$ cat config.mk
export PLATFORM = sky130hd
export DESIGN_NAME = tob_device_flat
export DESIGN_NICKNAME = d
export VERILOG_FILES = /design/src/shared/tob_pkg.sv /design/src/shared/tob_if.sv /design/src/tob_device.sv /design/src/flat_wrapper.sv
export SDC_FILE = /design/constraint.sdc
export NUM_CORES = 1
export LEC_CHECK = 0
export BUFFER_PORTS_ARGS = -buffer_cell sky130_fd_sc_hd__buf_2
export CORE_ASPECT_RATIO = 0.6
export CORE_MARGIN = 5
export CORE_UTILIZATION = 35
export CTS_CLUSTER_SIZE = 8
export DETAILED_ROUTE_END_ITERATION = 10
export PLACE_DENSITY_LB_ADDON = 0.12
export SYNTH_ARGS = -nofsm -noshare
export SYNTH_HDL_FRONTEND = slang
export SYNTH_SLANG_ARGS = --single-unit
$ cat constraint.sdc
create_clock -name i_clock -period 3.1 [get_ports i_clock]
set_input_delay 0.31 -clock i_clock [delete_from_list [all_inputs] [get_ports i_clock]]
set_output_delay 0.31 -clock i_clock [all_outputs]
set_load 0.03 [all_outputs]
$ cat src/shared/tob_pkg.sv
package tob_pkg;
  // ---------------------------------------------------------------------------
  // Register addresses.
  // ---------------------------------------------------------------------------
  localparam logic [7:0] ADDR_TARGET_SELECT = 8'h01;
  localparam logic [7:0] ADDR_TRIM_SOURCE_SELECT = 8'h16;
  localparam logic [7:0] ADDR_INPUT_COMMON_MODE_TRIM = 8'h1B;
  localparam logic [7:0] ADDR_INPUT_IMPEDANCE_TRIM = 8'h1C;
  localparam logic [7:0] ADDR_CORE_POWER_DOWN = 8'h5C;
  localparam logic [7:0] ADDR_OUTPUT_SWING_SELECT = 8'h6A;
  localparam logic [7:0] ADDR_INPUT_COMMON_MODE_READBACK = 8'h6F;
  localparam logic [7:0] ADDR_INPUT_IMPEDANCE_READBACK = 8'h70;
  // ---------------------------------------------------------------------------
  // Reset values and fields.
  // ---------------------------------------------------------------------------
  localparam logic [15:0] RST_TRIM_SOURCE_SELECT = 16'h0000;
  localparam logic [15:0] RST_INPUT_COMMON_MODE_TRIM = 16'h0010;
  localparam logic [15:0] RST_INPUT_IMPEDANCE_TRIM = 16'h8000;
  localparam logic [15:0] RST_OUTPUT_SWING_SELECT = 16'h0000;
  localparam logic [15:0] RST_TARGET_SELECT = 16'h0000;
  localparam logic [3:0] RST_CORE_POWER_DOWN = 4'h0;
  localparam logic [15:0] RST_READ_DATA = 16'h0000;
  localparam int OFFSET_SOURCE_BIT = 0;
  localparam int COMMON_MODE_SOURCE_BIT = 1;
  localparam int IMPEDANCE_SOURCE_BIT = 2;
  localparam logic [15:0] TRIM_SOURCE_WRITE_MASK = 16'h0007;
  localparam int IMPEDANCE_WIDTH = 4;
  localparam int COMMON_MODE_WIDTH = 5;
  // ---------------------------------------------------------------------------
  // Target-select, source-select and power-down codes; core count.
  // ---------------------------------------------------------------------------
  localparam logic [15:0] TARGET_CORE_D = 16'h0003;
  localparam logic [15:0] TARGET_ALL_CORES = 16'h0004;
  localparam logic [15:0] TARGET_GLOBAL = 16'h0007;
  localparam logic [15:0] SOURCE_IMPEDANCE_ONLY = 16'h0004;
  localparam logic [15:0] SOURCE_COMMON_MODE_ONLY = 16'h0002;
  localparam logic [15:0] POWER_DOWN_VALUE = 16'h0001;
  localparam int NUM_CORES = 4;
  // ---------------------------------------------------------------------------
  // Host sequencer states.
  // ---------------------------------------------------------------------------
  typedef enum logic [5:0] {
    TOB_IDLE = 6'b000001,
    TOB_SEL = 6'b000010,
    TOB_RD = 6'b000100,
    TOB_RDW = 6'b001000,
    TOB_SRC = 6'b010000,
    TOB_TRIM = 6'b100000
  } tob_host_state_e;
endpackage : tob_pkg

$ cat src/shared/tob_if.sv
`timescale 1ns/1ps
interface tob_if;
  logic wr;
  logic rd;
  logic [7:0] addr;
  logic [15:0] wdata;
  logic [15:0] rdata;
  logic rvalid;
  modport device (input wr, input rd, input addr, input wdata, output rdata, output rvalid);
  modport host (output wr, output rd, output addr, output wdata, input rdata, input rvalid);
endinterface : tob_if

$ cat src/tob_device.sv
`timescale 1ns/1ps
// Summary of operation
// Swing select resets 0 reduced; 1 standard.
// Swing setting drives all output groups.
// Source bit 0 picks offset trims.
// Source bit 1 picks common-mode trim.
// Source bit 2 picks impedance trim.
// Source select at 16, resets zero.
// Impedance trim 4 bits, 1C/70, 8000.
// Common-mode trim 5 bits, 1B/6F, 0010.
// Host overrides via target 0007 first.
// Host sets impedance bit by read-modify-write.
// Host sets common-mode bit by read-modify-write.
// Target 0003 addresses core D only.
// Power-down write affects targeted core only.
// Target 0004 broadcasts to all cores.
// Read-back returns the trim in effect.
module tob_device (
  input wire logic i_clock,
  input wire logic i_resetn,
  tob_if.device bus,
  input wire logic [3:0] i_fuse_impedance,
  input wire logic [4:0] i_fuse_common_mode,
  output logic [3:0] o_impedance_trim,
  output logic [4:0] o_common_mode_trim,
  output logic o_offset_from_serial,
  output logic o_swing_standard,
  output logic o_swing_data,
  output logic o_swing_ready,
  output logic o_swing_parity,
  output logic o_swing_in_range,
  output logic [3:0] o_core_power_down
);
  // ---------------------------------------------------------------------------
  // Registers.
  // ---------------------------------------------------------------------------
  logic [15:0] target_reg;
  logic [15:0] source_reg;
  logic [15:0] cm_reg;
  logic [15:0] imp_reg;
  logic [15:0] swing_reg;
  logic [3:0] pd_reg;
  logic [15:0] rdata_reg;
  logic rvalid_reg;
  logic [3:0] fuse_imp_meta_reg;
  logic [4:0] fuse_cm_meta_reg;
  logic [3:0] fuse_imp_reg;
  logic [4:0] fuse_cm_reg;
  logic [3:0] pd_next;
  logic [15:0] rdata_next;
  // ---------------------------------------------------------------------------
  // Address decoding.
  // ---------------------------------------------------------------------------
  // Tells whether a write strobe hits the given register address.
  function automatic logic write_hit(input logic wr, input logic [7:0] addr, input logic [7:0] reg_addr);
    write_hit = wr && (addr == reg_addr);
  endfunction : write_hit
  wire wr_target = write_hit(bus.wr, bus.addr, tob_pkg::ADDR_TARGET_SELECT);
  wire wr_source = write_hit(bus.wr, bus.addr, tob_pkg::ADDR_TRIM_SOURCE_SELECT);
  wire wr_cm = write_hit(bus.wr, bus.addr, tob_pkg::ADDR_INPUT_COMMON_MODE_TRIM);
  wire wr_imp = write_hit(bus.wr, bus.addr, tob_pkg::ADDR_INPUT_IMPEDANCE_TRIM);
  wire wr_swing = write_hit(bus.wr, bus.addr, tob_pkg::ADDR_OUTPUT_SWING_SELECT);
  wire wr_pd = write_hit(bus.wr, bus.addr, tob_pkg::ADDR_CORE_POWER_DOWN);
  wire target_all = target_reg == tob_pkg::TARGET_ALL_CORES;
  wire target_single = target_reg < 16'(tob_pkg::NUM_CORES);
  wire [1:0] target_core = target_reg[1:0];
  wire [15:0] source_wr_value = bus.wdata & tob_pkg::TRIM_SOURCE_WRITE_MASK;
  wire [15:0] swing_wr_value = {15'h0000, bus.wdata[0]};
  // ---------------------------------------------------------------------------
  // Effective trims.
  // ---------------------------------------------------------------------------
  wire [3:0] imp_eff = source_reg[tob_pkg::IMPEDANCE_SOURCE_BIT] ? imp_reg[3:0] : fuse_imp_reg;
  wire [4:0] cm_eff = source_reg[tob_pkg::COMMON_MODE_SOURCE_BIT] ? cm_reg[4:0] : fuse_cm_reg;
  assign o_impedance_trim = imp_eff;
  assign o_common_mode_trim = cm_eff;
  assign o_offset_from_serial = source_reg[tob_pkg::OFFSET_SOURCE_BIT];
  assign o_swing_standard = swing_reg[0];
  assign o_swing_data = swing_reg[0];
  assign o_swing_ready = swing_reg[0];
  assign o_swing_parity = swing_reg[0];
  assign o_swing_in_range = swing_reg[0];
  assign o_core_power_down = pd_reg;
  assign bus.rdata = rdata_reg;
  assign bus.rvalid = rvalid_reg;
  // ---------------------------------------------------------------------------
  // Power-down per targeted core.
  // ---------------------------------------------------------------------------
  always_comb
  begin
    pd_next = pd_reg;
    if (wr_pd)
    begin
      if (target_all)
      begin
        pd_next = {4{bus.wdata[0]}};
      end
      else if (target_single)
      begin
        pd_next[target_core] = bus.wdata[0];
      end
    end
  end
  // ---------------------------------------------------------------------------
  // Read mux.
  // ---------------------------------------------------------------------------
  always_comb
  begin
    unique case (bus.addr)
      tob_pkg::ADDR_TARGET_SELECT: rdata_next = target_reg;
      tob_pkg::ADDR_TRIM_SOURCE_SELECT: rdata_next = source_reg;
      tob_pkg::ADDR_INPUT_COMMON_MODE_TRIM: rdata_next = cm_reg;
      tob_pkg::ADDR_INPUT_IMPEDANCE_TRIM: rdata_next = imp_reg;
      tob_pkg::ADDR_OUTPUT_SWING_SELECT: rdata_next = swing_reg;
      tob_pkg::ADDR_CORE_POWER_DOWN: rdata_next = {15'h0000, pd_reg[target_core]};
      tob_pkg::ADDR_INPUT_COMMON_MODE_READBACK: rdata_next = {11'h000, cm_eff};
      tob_pkg::ADDR_INPUT_IMPEDANCE_READBACK: rdata_next = {12'h000, imp_eff};
      default: rdata_next = 16'h0000;
    endcase
  end
  // ---------------------------------------------------------------------------
  // Fuse synchroniser.
  // ---------------------------------------------------------------------------
  always_ff @(posedge i_clock or negedge i_resetn)
  begin
    if (!i_resetn)
    begin
      fuse_imp_meta_reg <= 4'h0;
      fuse_cm_meta_reg <= 5'h00;
      fuse_imp_reg <= 4'h0;
      fuse_cm_reg <= 5'h00;
    end
    else
    begin
      fuse_imp_meta_reg <= i_fuse_impedance;
      fuse_cm_meta_reg <= i_fuse_common_mode;
      fuse_imp_reg <= fuse_imp_meta_reg;
      fuse_cm_reg <= fuse_cm_meta_reg;
    end
  end
  // ---------------------------------------------------------------------------
  // Target select.
  // ---------------------------------------------------------------------------
  always_ff @(posedge i_clock or negedge i_resetn)
  begin
    if (!i_resetn)
    begin
      target_reg <= tob_pkg::RST_TARGET_SELECT;
    end
    else if (wr_target)
    begin
      target_reg <= bus.wdata;
    end
  end
  // ---------------------------------------------------------------------------
  // Trim source select and trim values.
  // ---------------------------------------------------------------------------
  always_ff @(posedge i_clock or negedge i_resetn)
  begin
    if (!i_resetn)
    begin
      source_reg <= tob_pkg::RST_TRIM_SOURCE_SELECT;
      cm_reg <= tob_pkg::RST_INPUT_COMMON_MODE_TRIM;
      imp_reg <= tob_pkg::RST_INPUT_IMPEDANCE_TRIM;
    end
    else
    begin
      if (wr_source)
      begin
        source_reg <= source_wr_value;
      end
      if (wr_cm)
      begin
        cm_reg <= bus.wdata;
      end
      if (wr_imp)
      begin
        imp_reg <= bus.wdata;
      end
    end
  end
  // ---------------------------------------------------------------------------
  // Output swing select.
  // ---------------------------------------------------------------------------
  always_ff @(posedge i_clock or negedge i_resetn)
  begin
    if (!i_resetn)
    begin
      swing_reg <= tob_pkg::RST_OUTPUT_SWING_SELECT;
    end
    else if (wr_swing)
    begin
      swing_reg <= swing_wr_value;
    end
  end
  // ---------------------------------------------------------------------------
  // Core power-down state.
  // ---------------------------------------------------------------------------
  always_ff @(posedge i_clock or negedge i_resetn)
  begin
    if (!i_resetn)
    begin
      pd_reg <= tob_pkg::RST_CORE_POWER_DOWN;
    end
    else
    begin
      pd_reg <= pd_next;
    end
  end
  // ---------------------------------------------------------------------------
  // Read response.
  // ---------------------------------------------------------------------------
  always_ff @(posedge i_clock or negedge i_resetn)
  begin
    if (!i_resetn)
    begin
      rdata_reg <= tob_pkg::RST_READ_DATA;
      rvalid_reg <= 1'b0;
    end
    else
    begin
      rvalid_reg <= bus.rd;
      if (bus.rd)
      begin
        rdata_reg <= rdata_next;
      end
    end
  end
endmodule : tob_device

$ cat src/flat_wrapper.sv
// flat-port wrapper written by rule: the top's interface ports become plain ports
module tob_device_flat 
  (i_clock, i_resetn, i_fuse_impedance, i_fuse_common_mode, o_impedance_trim, o_common_mode_trim, o_offset_from_serial, o_swing_standard, o_swing_data, o_swing_ready, o_swing_parity, o_swing_in_range, o_core_power_down, bus_wr, bus_rd, bus_addr, bus_wdata, bus_rdata, bus_rvalid);
  tob_if bus_i ();
  input wire logic i_clock;
  input wire logic i_resetn;
  input wire logic [3:0] i_fuse_impedance;
  input wire logic [4:0] i_fuse_common_mode;
  output logic [3:0] o_impedance_trim;
  output logic [4:0] o_common_mode_trim;
  output logic o_offset_from_serial;
  output logic o_swing_standard;
  output logic o_swing_data;
  output logic o_swing_ready;
  output logic o_swing_parity;
  output logic o_swing_in_range;
  output logic [3:0] o_core_power_down;
  input wire logic [$bits(bus_i.wr)-1:0] bus_wr;
  input wire logic [$bits(bus_i.rd)-1:0] bus_rd;
  input wire logic [$bits(bus_i.addr)-1:0] bus_addr;
  input wire logic [$bits(bus_i.wdata)-1:0] bus_wdata;
  output wire logic [$bits(bus_i.rdata)-1:0] bus_rdata;
  output wire logic [$bits(bus_i.rvalid)-1:0] bus_rvalid;
  assign bus_i.wr = bus_wr;
  assign bus_i.rd = bus_rd;
  assign bus_i.addr = bus_addr;
  assign bus_i.wdata = bus_wdata;
  assign bus_rdata = bus_i.rdata;
  assign bus_rvalid = bus_i.rvalid;
  tob_device u_core (.i_clock(i_clock), .i_resetn(i_resetn), .bus(bus_i), .i_fuse_impedance(i_fuse_impedance), .i_fuse_common_mode(i_fuse_common_mode), .o_impedance_trim(o_impedance_trim), .o_common_mode_trim(o_common_mode_trim), .o_offset_from_serial(o_offset_from_serial), .o_swing_standard(o_swing_standard), .o_swing_data(o_swing_data), .o_swing_ready(o_swing_ready), .o_swing_parity(o_swing_parity), .o_swing_in_range(o_swing_in_range), .o_core_power_down(o_core_power_down));
endmodule
==> metrics.log <==
INFO  metric outcome = finished clean
INFO  metric rr_worst_depth = 5
INFO  metric path_clk_slew = 0.07 ns
INFO  metric chipHeight = 95.80 um
INFO  metric worst_path_required_time = 3.28 ns
INFO  metric cts_buffers = 9
INFO  metric postSynthRegisterBits = 91
INFO  metric slew_headroom = 42.11%
INFO  metric hold_class = primary input to register
INFO  metric worstHoldPathCells = 1
INFO  metric worstReg2RegStart = u_core.target_reg[0]$_DFFE_PN0P_
INFO  metric timing.critical_path.from_type = register
INFO  metric crit-reg2reg-capture = u_core.bus.rdata[0]$_DFFE_PN0P_
INFO  metric detailroute.via_count = 2750
INFO  metric post_synthesis_net_count = 354
INFO  metric intPower = 2.140 mW
INFO  metric path_cells = mux4_2, nand4_1, o41ai_1, a2111oi_0, o22ai_1
INFO  metric wire_per_inst = 19.09 um
INFO  metric rsz0062_at_grt = no
INFO  metric min_period = 2.086 ns
INFO  metric post-synth-top-area-fraction = 51.86%
INFO  metric ir_drop = 0.0003166 V
INFO  metric filler_cell_count = 1164
INFO  metric ys.flop_type = dfrtp_1
INFO  metric grt_first_pass_wirelength = 16.90 mm
INFO  metric final.period_utilization = 67.30%
INFO  metric worst-endpoint-arrival = 2.26 ns
INFO  metric final_max_slew_viol_count = 0
INFO  metric yosysWarningCount = 0
INFO  metric boundaryPins = 73
INFO  metric antennaDiodeCount = 0
INFO  metric numPortBuffers = 72
INFO  metric tritoncts = yes
INFO  metric multi_input_area = 1798 um^2
INFO  metric synthTopCellsByArea = dfrtp_1 52%, mux2_4 10%, mux2_2 6.6%, o22ai_2 2.9%, mux2_1 2.4%
INFO  metric cts.htree.levels = 3
INFO  metric layout.cells.non_filler = 555
INFO  metric gr-total-overflow = 0
INFO  metric sequential_cell_area = 2280 um^2
INFO  metric worst-r2r-setup-slack = 1.01 ns
INFO  metric first_iter_violations = 160
INFO  metric grt_max_degree = 42
INFO  metric drc = 0
INFO  metric timing.setup.tns = 0 ns
INFO  metric layout_setup_ws = 1.014 ns
INFO  metric post_synth_inst_count = 317
INFO  metric floorplan.initialDensity = 35.71%
INFO  metric detailedPlace.worstSlack = 0.7043 ns
INFO  metric netSwitchingPower = 0.6302 mW
INFO  metric placement.cell_area = 4752 um^2
INFO  metric avg_synthesized_cell_area = 13.55 um^2
INFO  metric grt_usage = 15.12%
INFO  metric finalClockSkew = 0.009807 ns
INFO  metric cts_post_setup_buffers_inserted = 0
INFO  metric post-layout-total-power = 2.771 mW
INFO  metric clock_sink_count = 91
INFO  metric grt_antenna_before_repair = 0
INFO  metric die_area = 14660 um^2
INFO  metric layout-area-overhead-vs-synth = 19.17%
INFO  metric placed_cells = 538
INFO  metric setup.worst_path.class = register to register
INFO  metric yosysSeqAreaShare = 53.09%
INFO  metric power.sequential.fraction = 45.7%
INFO  metric number_of_gates_given_a_new_drive_strength_after_cts = 0
INFO  metric slowest_delay = 0.55 ns
INFO  metric timing.fmax = 0.4793 GHz
INFO  metric share_of_final_layout_standard_cells_stronger_than_drive_strength_1 = 44.87%
INFO  metric min_to = u_core.fuse_imp_meta_reg[2]$_DFF_PN0_
INFO  metric clk-insertion-delay-late = 0.34 ns
INFO  metric number_of_global_route_vias_before_repair = 2743
INFO  metric library_cell_contributing_the_largest_single_delay_on_the_critical_path = mux4_2
INFO  metric ctsHoldBuffers = 1
INFO  metric drt_pass1_iterations = 4
INFO  metric combinationalPowerShare = 7.7%
INFO  metric maxCapViolations = 0
INFO  metric synthesized_area = 4294 um^2
INFO  metric netSwitchingFraction = 22.74%
INFO  metric routed_wirelength = 10.60 mm
INFO  metric hp-start = i_fuse_impedance[2]
INFO  metric routabilityCongestion = 0.8354
INFO  metric power_per_cell_area = 541.4 nW/um^2
INFO  metric worst_pin_slew = 0.8684 ns
INFO  metric die_w = 153.0 um
INFO  metric finish.utilization = 42.56%
INFO  metric finalSetupViolations = 0
INFO  metric pwr-share-clk = 46.5%
INFO  metric vias_per_cell = 4.955
INFO  metric final_nets = 422
INFO  metric ant_nets = 0
INFO  metric edff_count_synth = 0
INFO  metric finalInstanceArea = 5117 um^2
INFO  metric clk_path_buf_depth = 2
INFO  metric rows = 31
INFO  metric finalHoldViolCount = 0
INFO  metric core_area = 12020 um^2
INFO  metric cp-end-kind = register
INFO  metric cts.root.buffer_cell = clkbuf_16
INFO  metric hold_slack = 0.06944 ns
INFO  metric dp_hpwl = 7.873 mm
INFO  metric crit_path_max_fo = 8
INFO  metric yosysUniqueCellTypes = 53
INFO  metric synth-async-reset-ratio = 100.0%
INFO  metric total_leakage_power = 2.494 nW
INFO  metric synth_largest_area_cell = dfrtp_1
## how the worst max path moves through the flow
stage | cells after the start | slack [ns] | end | startpoint
CTS | 5 | 1.01 | u_core.bus.rdata[0]$_DFFE_PN0P_ | u_core.target_reg[0]$_DFFE_PN0P_
global placement | 5 | 0.78 | u_core.target_reg[8]$_DFFE_PN0P_ | bus_addr[1]
detailed placement | 5 | 0.70 | u_core.target_reg[5]$_DFFE_PN0P_ | bus_addr[1]
finish | 5 | 1.01 | u_core.bus.rdata[0]$_DFFE_PN0P_ | u_core.target_reg[0]$_DFFE_PN0P_
global route | 5 | 0.84 | u_core.bus.rdata[0]$_DFFE_PN0P_ | u_core.target_reg[0]$_DFFE_PN0P_
floorplan | 6 | 1.27 | u_core.bus.rdata[0]$_DFFE_PN0P_ | u_core.source_reg[1]$_DFFE_PN0P_
## critical path, delay by kind of cell, from the launching register on
kind,cells,cell delay (ns)
AO/OA/AOI/OAI,3,0.76
flip-flops,1,0.49
multiplexers,1,0.55
AND/OR/NAND/NOR,1,0.12
## cell usage after synthesis (all sizes together), types with 2 or more instances
cell / count
mux2: 64
nor3: 3
nand3: 9
nor4: 3
nand4: 5
and4b: 3
clkbuf: 3
nor4b: 3
dfrtp: 89
a21oi: 12
o31ai: 2
a22oi: 3
a211oi: 2
o22ai: 16
nand2: 13
o21ai: 6
a22o: 10
nand2b: 3
and3: 3
nor2b: 4
nor2: 4
nand3b: 2
and2: 5
buf: 19
inv: 16
dfstp: 2
## cell usage in the layout (no fill, tap or decap), types with 4 or more instances in the layout
cell type  count
nor2b_1        4
mux2_1         9
dfrtp_1       89
inv_1         16
o22ai_1        6
a21oi_1       12
nand3_1        9
nor2_1         4
mux2_2        25
a22o_1        10
and2_1         5
mux2_4        30
o22ai_2       10
buf_2         71
nand4_1        5
clkbuf_16      9
nand2_1       10
buf_4          7
## kinds of logic after synthesis
logic type | count (synthesis) | share of synthesized area [%]
compound gates | 58 | 11.07
buf+inv | 38 | 5.041
flops | 91 | 53.09
mux | 65 | 19.93
simple gates | 65 | 10.87
## cell type report
type | count | area share (%)
timing repair buffer | 79 | 8.166
clock buffer | 10 | 4.670
multi-input combinational | 188 | 35.13
inverter | 16 | 1.174
clock inverter | 6 | 2.274
sequential | 91 | 44.55
tap | 165 | 4.034
## power groups by stage
stage | logic (mW) | registers [mW] | clock network [mW]
floorplan | 0.126 | 1.28 | 0
global placement | 0.213 | 1.29 | 0
detailed placement | 0.217 | 1.29 | 0
CTS | 0.219 | 1.27 | 1.32
global route | 0.234 | 1.27 | 1.38
finish | 0.215 | 1.27 | 1.29
## per-layer routing
layer / up-vias / routed length [um] / track usage, %
li1: 1294 / - / -
met1: 1355 / 5710 / 24.02
met2: 85 / 4095 / 19.78
met3: 16 / 670 / 4.268
met4: 0 / 119 / 3.558
met5: - / 0 / 0
No activity file was read; power rests on OpenSTA's default activity.
